===== src/rtl/snc_pkg.sv =====
package snc_pkg;

	// ----------------------------------------
	// Parameter identifiers
	// ----------------------------------------
	localparam logic [7:0] ID_NODE_ADDR   = 8'h05;
	localparam logic [7:0] ID_BIT_RATE    = 8'h06;
	localparam logic [7:0] ID_COMMIT      = 8'h11;
	localparam logic [7:0] ID_OVERHEAT    = 8'hcc;
	localparam logic [7:0] ID_OVERVOLT    = 8'hcd;
	localparam logic [7:0] ID_UNDERVOLT   = 8'hce;
	localparam logic [7:0] ID_Q_CURRENT   = 8'hfa;
	localparam logic [7:0] ID_SPEED       = 8'hfb;
	localparam logic [7:0] ID_POS_DEV     = 8'hfc;

	// ----------------------------------------
	// Stored slots
	// ----------------------------------------
	localparam int         NUM_WORDS      = 8;
	localparam logic [2:0] SLOT_NODE_ADDR = 3'h0;
	localparam logic [2:0] SLOT_BIT_RATE  = 3'h1;
	localparam logic [2:0] SLOT_OVERHEAT  = 3'h2;
	localparam logic [2:0] SLOT_OVERVOLT  = 3'h3;
	localparam logic [2:0] SLOT_UNDERVOLT = 3'h4;
	localparam logic [2:0] SLOT_LAST      = 3'h4;
	localparam logic [2:0] SLOT_LOAD_END  = 3'h5;
	localparam logic [2:0] SLOT_NONE      = 3'h7;

	// ----------------------------------------
	// Factory values
	// ----------------------------------------
	localparam logic [15:0] FACTORY [0:7] = '{
		16'h001f, 16'h0004, 16'h0352, 16'h0226,
		16'h00b4, 16'h0000, 16'h0000, 16'h0000
	};

	// ----------------------------------------
	// Setting ranges and codes
	// ----------------------------------------
	localparam logic [15:0] NODE_ADDR_MIN  = 16'h0001;
	localparam logic [15:0] NODE_ADDR_MAX  = 16'h001f;
	localparam logic [15:0] OVERHEAT_MAX   = 16'h03e8;
	localparam logic [15:0] VOLTAGE_MAX    = 16'h02b2;
	localparam logic [15:0] COMMIT_VALUE   = 16'h0001;
	localparam logic [15:0] RATE_125K      = 16'h0000;
	localparam logic [15:0] RATE_250K      = 16'h0001;
	localparam logic [15:0] RATE_500K      = 16'h0002;
	localparam logic [15:0] RATE_1M        = 16'h0004;
	localparam logic [3:0]  SWITCH_STORED  = 4'h0;

	// ----------------------------------------
	// Sequencer states
	// ----------------------------------------
	typedef enum logic [3:0] {
		ST_LOAD   = 4'b0001,
		ST_SAMPLE = 4'b0010,
		ST_IDLE   = 4'b0100,
		ST_SAVE   = 4'b1000
	} snc_state_t;

endpackage : snc_pkg


===== src/rtl/snc_nvm.sv =====
`timescale 1ns/100ps
module snc_nvm (
	// Clock
	input  wire logic        clk_in,
	// Access
	input  wire logic        we_in,
	input  wire logic [2:0]  addr_in,
	input  wire logic [15:0] wdata_in,
	output logic      [15:0] rdata_out
);

	// ----------------------------------------
	// Storage, kept across reset
	// ----------------------------------------
	logic [15:0] mem [0:7] = snc_pkg::FACTORY; // see [RULE1]
	logic [15:0] next_rdata;

	always_comb begin
		next_rdata = mem[addr_in];
	end

	always_ff @(posedge clk_in) begin
		if (we_in) begin
			mem[addr_in] <= wdata_in; // see [RULE7]
		end
		rdata_out <= next_rdata;
	end

endmodule : snc_nvm


===== src/rtl/snc_params.sv =====
// Contract
// [RULE1] Factory node address is 31
// [RULE2] Nonzero switch digit gives address 1 to 15
// [RULE3] Address chosen only at power-up
// [RULE4] Switch zero uses stored address
// [RULE5] Stored address accepts 1 to 31
// [RULE6] Writing 1 to commit saves parameters
// [RULE7] Unsaved changes lost; saved restored
// [RULE8] Rate codes 0,1,2,4 give 125k..1M
// [RULE9] Factory rate code is 4
// [RULE10] New rate applies after power cycle
// [RULE11] Host waits two seconds after power-up
// [RULE12] Host keeps node addresses unique
// [RULE13] Parameter 250 reports q-axis current
// [RULE14] Parameter 251 reports motor speed
// [RULE15] Parameter 252 reports position deviation
// [RULE16] Read-only, reserved, out-of-range writes refused
`timescale 1ns/100ps
module snc_params (
	// Clock and reset
	input  wire logic        clk_in,
	input  wire logic        rst_in,
	// Parameter access
	input  wire logic        param_wr_in,
	input  wire logic        param_rd_in,
	input  wire logic [7:0]  param_id_in,
	input  wire logic [15:0] param_wdata_in,
	output logic      [15:0] param_rdata_out,
	output logic             param_ack_out,
	output logic             param_err_out,
	// Switch and monitors
	input  wire logic [3:0]  rotary_switch_in,
	input  wire logic [15:0] q_current_in,
	input  wire logic [15:0] speed_in,
	input  wire logic [15:0] position_dev_in,
	// Settings and status
	output logic      [4:0]  node_address_out,
	output logic      [2:0]  bit_rate_code_out,
	output logic             ready_out,
	output logic             busy_out,
	output logic      [15:0] overheat_threshold_out,
	output logic      [15:0] overvoltage_threshold_out,
	output logic      [15:0] undervoltage_threshold_out
);

	// ----------------------------------------
	// Decoding
	// ----------------------------------------
	function automatic logic [2:0] id_slot(input logic [7:0] id);
		case (id)
			snc_pkg::ID_NODE_ADDR: id_slot = snc_pkg::SLOT_NODE_ADDR;
			snc_pkg::ID_BIT_RATE:  id_slot = snc_pkg::SLOT_BIT_RATE;
			snc_pkg::ID_OVERHEAT:  id_slot = snc_pkg::SLOT_OVERHEAT;
			snc_pkg::ID_OVERVOLT:  id_slot = snc_pkg::SLOT_OVERVOLT;
			snc_pkg::ID_UNDERVOLT: id_slot = snc_pkg::SLOT_UNDERVOLT;
			default:               id_slot = snc_pkg::SLOT_NONE;
		endcase
	endfunction : id_slot

	function automatic logic in_range(input logic [2:0] slot,
		input logic [15:0] val);
		case (slot)
			snc_pkg::SLOT_NODE_ADDR: in_range =
				val >= snc_pkg::NODE_ADDR_MIN &&
				val <= snc_pkg::NODE_ADDR_MAX;
			snc_pkg::SLOT_BIT_RATE: in_range = // see [RULE8]
				val == snc_pkg::RATE_125K || val == snc_pkg::RATE_250K ||
				val == snc_pkg::RATE_500K || val == snc_pkg::RATE_1M;
			snc_pkg::SLOT_OVERHEAT: in_range = val <= snc_pkg::OVERHEAT_MAX;
			snc_pkg::SLOT_OVERVOLT,
			snc_pkg::SLOT_UNDERVOLT: in_range = val <= snc_pkg::VOLTAGE_MAX;
			default: in_range = 1'b0;
		endcase
	endfunction : in_range

	// ----------------------------------------
	// State
	// ----------------------------------------
	snc_pkg::snc_state_t state;
	snc_pkg::snc_state_t next_state;
	logic [2:0]  cnt;
	logic [2:0]  next_cnt;
	logic [15:0] work [0:7];
	logic [15:0] next_work [0:7];
	logic [3:0]  sw_meta;
	logic [3:0]  sw_sync;
	logic [3:0]  sw_cap;
	logic [3:0]  next_sw_cap;
	logic [4:0]  next_node;
	logic [2:0]  next_rate;
	logic        next_ack;
	logic        next_err;
	logic [15:0] next_rdata;
	logic        next_ready;
	logic        next_busy;
	logic        nvm_we;
	logic [15:0] nvm_rdata;
	logic [2:0]  req_slot;

	assign req_slot = id_slot(param_id_in);
	assign overheat_threshold_out     = work[snc_pkg::SLOT_OVERHEAT];
	assign overvoltage_threshold_out  = work[snc_pkg::SLOT_OVERVOLT];
	assign undervoltage_threshold_out = work[snc_pkg::SLOT_UNDERVOLT];

	// ----------------------------------------
	// Nonvolatile store
	// ----------------------------------------
	snc_nvm u_nvm (
		.clk_in    (clk_in),
		.we_in     (nvm_we),
		.addr_in   (cnt),
		.wdata_in  (work[cnt]),
		.rdata_out (nvm_rdata)
	);

	// ----------------------------------------
	// Switch synchroniser
	// ----------------------------------------
	always_ff @(posedge clk_in) begin
		sw_meta <= rotary_switch_in;
		sw_sync <= sw_meta;
	end

	// ----------------------------------------
	// Sequencer and parameter access
	// ----------------------------------------
	always_comb begin
		next_state = state;
		next_cnt   = cnt;
		next_work  = work;
		next_sw_cap = sw_cap;
		next_node  = node_address_out;
		next_rate  = bit_rate_code_out;
		next_ack   = 1'b0;
		next_err   = 1'b0;
		next_rdata = param_rdata_out;
		nvm_we     = 1'b0;
		case (state)
			snc_pkg::ST_LOAD: begin
				if (cnt != 3'h0) begin
					next_work[3'(cnt - 3'h1)] = nvm_rdata; // see [RULE7]
				end
				if (cnt == snc_pkg::SLOT_LOAD_END) begin
					next_state = snc_pkg::ST_SAMPLE;
					next_cnt   = 3'h0;
				end else begin
					next_cnt = 3'(cnt + 3'h1);
				end
			end
			snc_pkg::ST_SAMPLE: begin
				next_sw_cap = sw_sync; // see [RULE3]
				if (sw_sync != snc_pkg::SWITCH_STORED) begin
					next_node = {1'b0, sw_sync}; // see [RULE2]
				end else begin
					next_node = work[snc_pkg::SLOT_NODE_ADDR][4:0]; // see [RULE4]
				end
				next_rate  = work[snc_pkg::SLOT_BIT_RATE][2:0]; // see [RULE10]
				next_state = snc_pkg::ST_IDLE;
			end
			snc_pkg::ST_IDLE: begin
				if (param_wr_in) begin
					next_ack = 1'b1;
					if (param_id_in == snc_pkg::ID_COMMIT) begin
						if (param_wdata_in == snc_pkg::COMMIT_VALUE) begin
							next_state = snc_pkg::ST_SAVE; // see [RULE6]
							next_cnt   = 3'h0;
						end else begin
							next_err = 1'b1;
						end
					end else if (req_slot != snc_pkg::SLOT_NONE &&
						in_range(req_slot, param_wdata_in)) begin
						next_work[req_slot] = param_wdata_in; // see [RULE5]
					end else begin
						next_err = 1'b1; // see [RULE16]
					end
				end else if (param_rd_in) begin
					next_ack = 1'b1;
					case (param_id_in)
						snc_pkg::ID_Q_CURRENT: next_rdata = q_current_in; // see [RULE13]
						snc_pkg::ID_SPEED:     next_rdata = speed_in; // see [RULE14]
						snc_pkg::ID_POS_DEV:   next_rdata = position_dev_in; // see [RULE15]
						default: begin
							if (req_slot != snc_pkg::SLOT_NONE) begin
								next_rdata = work[req_slot];
							end else begin
								next_rdata = 16'h0000;
								next_err   = 1'b1;
							end
						end
					endcase
				end
			end
			snc_pkg::ST_SAVE: begin
				nvm_we = 1'b1; // see [RULE6]
				if (cnt == snc_pkg::SLOT_LAST) begin
					next_state = snc_pkg::ST_IDLE;
					next_cnt   = 3'h0;
				end else begin
					next_cnt = 3'(cnt + 3'h1);
				end
			end
			default: begin
				next_state = snc_pkg::ST_LOAD;
				next_cnt   = 3'h0;
			end
		endcase
		next_ready = next_state == snc_pkg::ST_IDLE ||
			next_state == snc_pkg::ST_SAVE;
		next_busy  = next_state != snc_pkg::ST_IDLE;
	end

	always_ff @(posedge clk_in) begin
		if (rst_in) begin
			state <= snc_pkg::ST_LOAD;
			cnt   <= 3'h0;
			for (int i = 0; i < snc_pkg::NUM_WORDS; i++) begin
				work[i] <= snc_pkg::FACTORY[i];
			end
			sw_cap            <= 4'h0;
			node_address_out  <= snc_pkg::FACTORY[0][4:0]; // see [RULE1]
			bit_rate_code_out <= snc_pkg::FACTORY[1][2:0]; // see [RULE9]
			param_ack_out     <= 1'b0;
			param_err_out     <= 1'b0;
			param_rdata_out   <= 16'h0000;
			ready_out         <= 1'b0;
			busy_out          <= 1'b1;
		end else begin
			state             <= next_state;
			cnt               <= next_cnt;
			work              <= next_work;
			sw_cap            <= next_sw_cap;
			node_address_out  <= next_node;
			bit_rate_code_out <= next_rate;
			param_ack_out     <= next_ack;
			param_err_out     <= next_err;
			param_rdata_out   <= next_rdata;
			ready_out         <= next_ready;
			busy_out          <= next_busy;
		end
	end
endmodule : snc_params


===== config.mk =====
export PLATFORM = sky130hd
export DESIGN_NAME = snc_params
export DESIGN_NICKNAME = d
export VERILOG_FILES = /design/src/rtl/snc_pkg.sv /design/src/rtl/snc_nvm.sv /design/src/rtl/snc_params.sv
export SDC_FILE = /design/constraint.sdc
export NUM_CORES = 1
export LEC_CHECK = 0
export BUFFER_PORTS_ARGS = -buffer_cell sky130_fd_sc_hd__buf_2
export CAP_MARGIN = 20
export CORE_MARGIN = 2
export CORE_UTILIZATION = 59
export CTS_CLUSTER_DIAMETER = 120
export DETAILED_ROUTE_END_ITERATION = 12
export PLACE_DENSITY_LB_ADDON = 0.1
export SYNTH_ARGS = -nofsm -noshare
export SYNTH_HDL_FRONTEND = slang
export SYNTH_SLANG_ARGS = --single-unit

===== constraint.sdc =====
create_clock -name clk_in -period 3.4 [get_ports clk_in]
set_clock_uncertainty 0.1 [all_clocks]
set_input_delay 0 -clock clk_in [delete_from_list [all_inputs] [get_ports clk_in]]
set_output_delay 0 -clock clk_in [all_outputs]
set_load 0.03 [all_outputs]

Word-level counts from Yosys, hierarchy flattened
Memory sizes are Yosys's and may differ from the RTL's. A register that Yosys moved wholly into a read port is not among the register bits. Cells that the tools add are included.

Div/mod/pow operators: 0. Bitwise gates (word level): 6. Reductions and logical operators: 19. $add $sub $neg: 2. Muxes and demuxes: 49. $lt $le $gt $ge: 9. Shift operators: 0. Equal/unequal tests: 32. Multiply operators: 0.

Operators by type and width (number): 128-bit 2-to-1 mux (4); 128-bit bitwise mux (2); 128-bit one-hot mux with 2 select lines (1); 16-bit 2-to-1 mux (7); 16-bit binary-select mux with 3-bit select (2); 16-bit demux with 3-bit select (2); 8-bit equality test, second input constant (6); 16-bit one-hot mux with 3 select lines (1); 16-bit by 10-bit <= comparator with 1-bit output, second input constant (2); 4-bit 2-to-1 mux (5); 16-bit by 1-bit equality test with 1-bit output, second input constant (1); 16-bit by 2-bit equality test with 1-bit output, second input constant (1); 16-bit by 3-bit equality test with 1-bit output, second input constant (1); 8-bit by 3-bit equality test with 1-bit output, second input constant (2); 16-bit by 1-bit greater-or-equal comparator with 1-bit output, second input constant (1); 16-bit by 5-bit <= comparator with 1-bit output, second input constant (1); 16-bit logical NOT (1); 4-bit one-hot mux with 4 select lines (1); 1-bit 2-to-1 mux (15); 3-bit 2-to-1 mux (5); 3-bit one-hot mux with 5 select lines (1); 4-bit greater-or-equal comparator, second input constant (3); 2-bit != test, second input constant (6); 3-bit inverter with 4-bit output (3); other kinds (28) (43).

Word-level logic and storage cells: 137. Bits in registers: 171. Output and inout port bits: 76. Bits in writable memories: 128. Latch bits: 0. Bits of input ports: 80. Memory bits (read-only): 0. Memories kept: 1.

Memory list: u_nvm.mem (depth 8, bits a word 16, read ports 1, clocked after Yosys merged registers in 1, wr ports 1, line snc_nvm.sv:15) `logic [15:0] mem [0:7] = snc_pkg::FACTORY;`.

Logic depth before layout (Yosys ltp)
Word-level depth: 13. Depth in mapped cells: 11. Mapped depth without buffers: 8.

Cells and area by module
From an unflattened synthesis, not the netlist that was laid out.

Cell total of the unflattened synthesis: 1356. Area total of the unflattened synthesis: 15414.8 sq um.

By module, submodules not included: snc_params (times used 1, cells each 1118, seq. area each 3423.3 sq um, area each 10122.2 sq um); snc_nvm (times used 1, cells each 238, seq. area each 4164.0 sq um, area each 5292.6 sq um).

Worst setup path after synthesis
No wires, ideal clock.

Path type: register to register. Start point: register cnt[0]. End point: register work[103] (netlist name). Library setup time: 0.086 ns. Data required time: 3.214 ns. Clock period less this slack: 3.026 ns. Path slack: 0.374 ns. Stages on the path, launching flop included: 12. Buffers on the path: 3. Data arrival time: 2.841 ns. Cells stage by stage: dfxtp_1 buf_2 clkinv_1 ha_1 buf_2 inv_1 nor4_1 a21oi_1 a21oi_2 buf_2 a21oi_1 a211oi_1.

Cells in the longest elaborated chain, start to end: 9. Elaborated cells on any way between the ends: 13. Those cells by class: add/sub: 1; order compare: 2; eq/ne: 1; mux: 5; bitwise: 1; reduce/logical: 3.

Ends and longest elaborated chain: start: declaration (line snc_params.sv:81) `logic [2:0] cnt;`; start signal: assignment (line snc_params.sv:229) `cnt <= next_cnt;`; 3-bit by 1-bit subtractor with 3-bit output (line snc_params.sv:141) `next_work[3'(cnt - 3'h1)] = nvm_rdata;`; 3-bit inverter with 4-bit output (not written as such) (line snc_params.sv:141); 4-bit greater-or-equal comparator (not written as such) or 4-bit by 1-bit < comparator with 1-bit output (tied branches) (line snc_params.sv:141); 1-bit logical AND (not written as such) (line snc_params.sv:141); 16-bit 2-to-1 mux (not written as such) (line snc_params.sv:141); 16-bit demux with 3-bit select (line snc_params.sv:141); 128-bit bitwise mux (line snc_params.sv:141); 128-bit 2-to-1 mux (line snc_params.sv:140) `if (cnt != 3'h0) begin`; 128-bit one-hot mux with 2 select lines (line snc_params.sv:138) `case (state)`; end signal: indexed assignment (line snc_params.sv:217) `work[i] <= snc_pkg::FACTORY[i];`; end signal: assignment (line snc_params.sv:230) `work <= next_work;`; end: declaration (line snc_params.sv:83) `logic [15:0] work [0:7];`.

Several ways; a longest one is shown, not always the timed one. The select of a mux whose other input is x is not followed. A chain may end at the register's enable or synchronous reset.

Final worst setup path
Start point: register cnt[1]. End point: register work (netlist bit overvoltage_threshold_out[7]).

Same word-level chain as after synthesis.

==> run_results.csv <==
group,metric,value,unit
sta,rsz0062_at_grt,"no",
synth,yosysSeqAreaShare,0.516,
floorplan,core,24400,um2
clock_network,post_cts_buffers,0,
sta,worst_slew_pin_slew,1170,ps
clock_network,clkSlewWorstSetupHoldPaths,60,ps
setup_path,critPathRequiredTime,3740,ps
synth,synth_fp_nets,1503,
floorplan,die-area,26200,um2
worst_hold_path,min_path_type,"in -> reg",
synth,synth_ff_type,"dfxtp_1",
floorplan,pin_count,156,
detailed_routing,viasPerCell,6.92,
synth,synth_cells,1419,
synth,syn_area,14700,um2
synth,ys_ff_latch,315,
clock_network,htree_levels,2,
synth,synthTopCellsByArea,"edfxtp_1 (26%), dfxtp_1 (25%), a22oi_1 (7.9%)",
setup_path,slowest_stage,"a21oi_4",
place,dp_slack,242,ps
synth,ys.warnings.count,0,
cells_and_area,antenna_cells,0,
clock_network,cts_buffer_depth,3,
run_status,status,"completed",
synth,synth_edf_count,128,
cells_and_area,drive_gt1_frac,0.222,
detailed_routing,num_vias,13035,
place,io_buffers,155,
floorplan,start_util,0.603,
sta,setup_violations,0,
power_and_ir_drop,p_per_area,554,nW/um2
setup_path,end_kind,"register",
sta,drv_slew,0,
grt,antenna_found_initial,0,
clock_network,cts_sinks,315,
sta,fin_setup_tns,0,ps
setup_path,worstPathArrival,3460,ps
power_and_ir_drop,total_power,0.00959,W
grt,grt_max_degree,102,
synth,synth_commonest_cells,"dfxtp_1 (187), a22oi_1 (154), edfxtp_1 (128)",
floorplan,rows,57,
grt,grt_usage,0.353,
detailed_routing,wl,47300,um
place,hpwl,30100,um
floorplan,die_w,162,um
floorplan,die_h,162,um
detailed_routing,drc_errors,0,
synth,ys_async_sr_fraction,0,
sta,relSlewSlack,0.218,
cells_and_area,area_growth,17.7,%
power_and_ir_drop,power_leakage,6.22,nW
clock_network,cts_made_buffers,34,
grt,grt.overflow.total,0,
cells_and_area,fin_nets,1621,
clock_network,clkLatencyLatePin,540,ps
place,placed_area,15500,um2
detailed_routing,wl_per_cell,25.1,um
setup_path,critPathMaxFanout,16,
synth,synth_top_area_frac,0.261,
setup_path,critPathMostFrequentCell,"a21oi_1",
clock_network,cts_tree,"yes",
setup_path,startpoint_type,"register",
setup_path,cpPeakStageDelay,730,ps
sta,holdWs,48.1,ps
clock_network,cts-root-buf,"clkbuf_16",
place,gp_congestion,0.981,
synth,syn-mean-instance-area,10.4,um2
sta,post-route-period-util,0.918,
grt,grt_pass1_vias,12422,
synth,ys_types,72,
sta,max_freq,0.320,GHz
setup_path,critPathKind,"reg -> reg",
sta,hold_viol,0,
detailed_routing,drt_iter0_drc,1540,
synth,synth_top_area_cell,"edfxtp_1",
synth,yosysMostFrequentCell,"dfxtp_1",
detailed_routing,drt_pre_antenna_iters,5,
cells_and_area,stdcell_area,17300,um2
sta,layout_setup_ws,279,ps
sta,period_needed,3120,ps
power_and_ir_drop,ir_drop,0.526,mV
flow_run,cap_violations,0,
grt,grt_pass1_wl,71800,um
detailed_routing,ant_nets,0,
setup_path,crit_chain,"inv_1 > ha_1 > nand2b_1 > a21oi_1 > nand4b_1 > a21oi_4 > a21oi_1 > a211oi_1",
==> worst max-delay path: cells and delay by family, from the launching register on <==
kind	cells	cell delay, ps
AOI/OAI and AO/OA	4	1250
and+or+nand+nor	2	660
DFF	1	540
buffers and inverters	1	230
adders and majority gates	1	260
==> what timing repair did <==
item / 4_1_cts / 5_1_grt
setup endpoints to repair: 0 / 14
gates resized for setup: 0 / 1
hold endpoints to repair: 119 / 0
hold buffers: 62 / 0
==> kinds of logic (layout without fill, tap and decap cells) <==
| family | after synthesis | in the layout | synth area share |
|---|---|---|---|
| AO/OA/AOI/OAI | 560 | 560 | 0.271 |
| flip-flops | 315 | 315 | 0.516 |
| multiplexers | 49 | 49 | 0.0346 |
| adder cells (fa/ha/maj) | 5 | 5 | 0.00408 |
| buffers and inverters | 212 | 354 | 0.0723 |
| AND/OR/NAND/NOR | 275 | 275 | 0.100 |
| XOR/XNOR | 3 | 3 | 0.00179 |
==> routing by layer <==
metal,vias up,GRT usage,routed length [um]
met4,0,0.127,1440
met2,887,0.552,21400
met1,6244,0.480,18900
met5,-,0,0
met3,124,0.0889,5610
li1,5780,-,-
==> stage by stage <==
stage,std cells,utilization
after CTS,1885,0.710
after global routing,1885,0.710
after detailed placement,1763,0.636
after global placement,1763,0.636
after floorplan,1419,-
final,1885,0.710
==> layout make-up <==
cell class                 instances  area (um2)
clock buffer                      40         893
sequential                       315        7590
multi-input combinational        892        6160
tap                              324         405
inverter                          11        41.3
clock inverter                    20         274
timing repair buffer             283        1950
fill                            1807        7080
==> cell usage in the layout, fill, tap and decap left out, types with 6 or more instances in the layout <==
master / count
dlygate4sd3_1: 62
a22oi_1: 153
a211oi_1: 92
mux2i_1: 34
a31o_2: 15
nor4_1: 7
a22o_1: 15
dfxtp_1: 187
a32oi_1: 43
a221oi_1: 21
buf_2: 154
clkinv_1: 6
a21oi_1: 122
o21ai_0: 19
nand3_1: 11
a211o_1: 6
clkbuf_16: 34
edfxtp_1: 128
buf_4: 62
nand4_1: 38
inv_1: 10
a21oi_2: 6
nand2_1: 23
nor4_2: 12
and3_1: 7
o22ai_1: 39
nor3_1: 26
mux2_2: 15
nor2_1: 106
==> path summary, 6_finish.rpt <==
path,slack [ps],to,from,cells past startpoint
setup reg to reg,280,overvoltage_threshold_out[7]$_SDFFE_PP0P_,cnt[1]$_SDFFE_PP0P_,8
setup / recovery,280,overvoltage_threshold_out[7]$_SDFFE_PP0P_,cnt[1]$_SDFFE_PP0P_,8
hold / removal,50,sw_meta[1]$_DFF_P_,rotary_switch_in[1],2
hold reg to reg,230,sw_sync[1]$_DFF_P_,sw_meta[1]$_DFF_P_,0
==> where the power goes <==
part | total (W) | internal [W] | switching [W]
Clock | 0.00383 | 0.00228 | 0.00155
Combinational | 0.00138 | 0.000471 | 0.000914
Sequential | 0.00437 | 0.00412 | 0.000246
Total | 0.00959 | 0.00688 | 0.00271
==> sequential cells by signal, summed over array words and instances (netlist names), 4 cells and up <==
signal	cells
node_address_out	5
work	80
sw_sync	4
state	4
sw_meta	4
overvoltage_threshold_out	16
overheat_threshold_out	16
undervoltage_threshold_out	16
u_nvm.rdata_out	16
param_rdata_out	16
u_nvm.mem	128
Power figures use the tool's default switching activity.
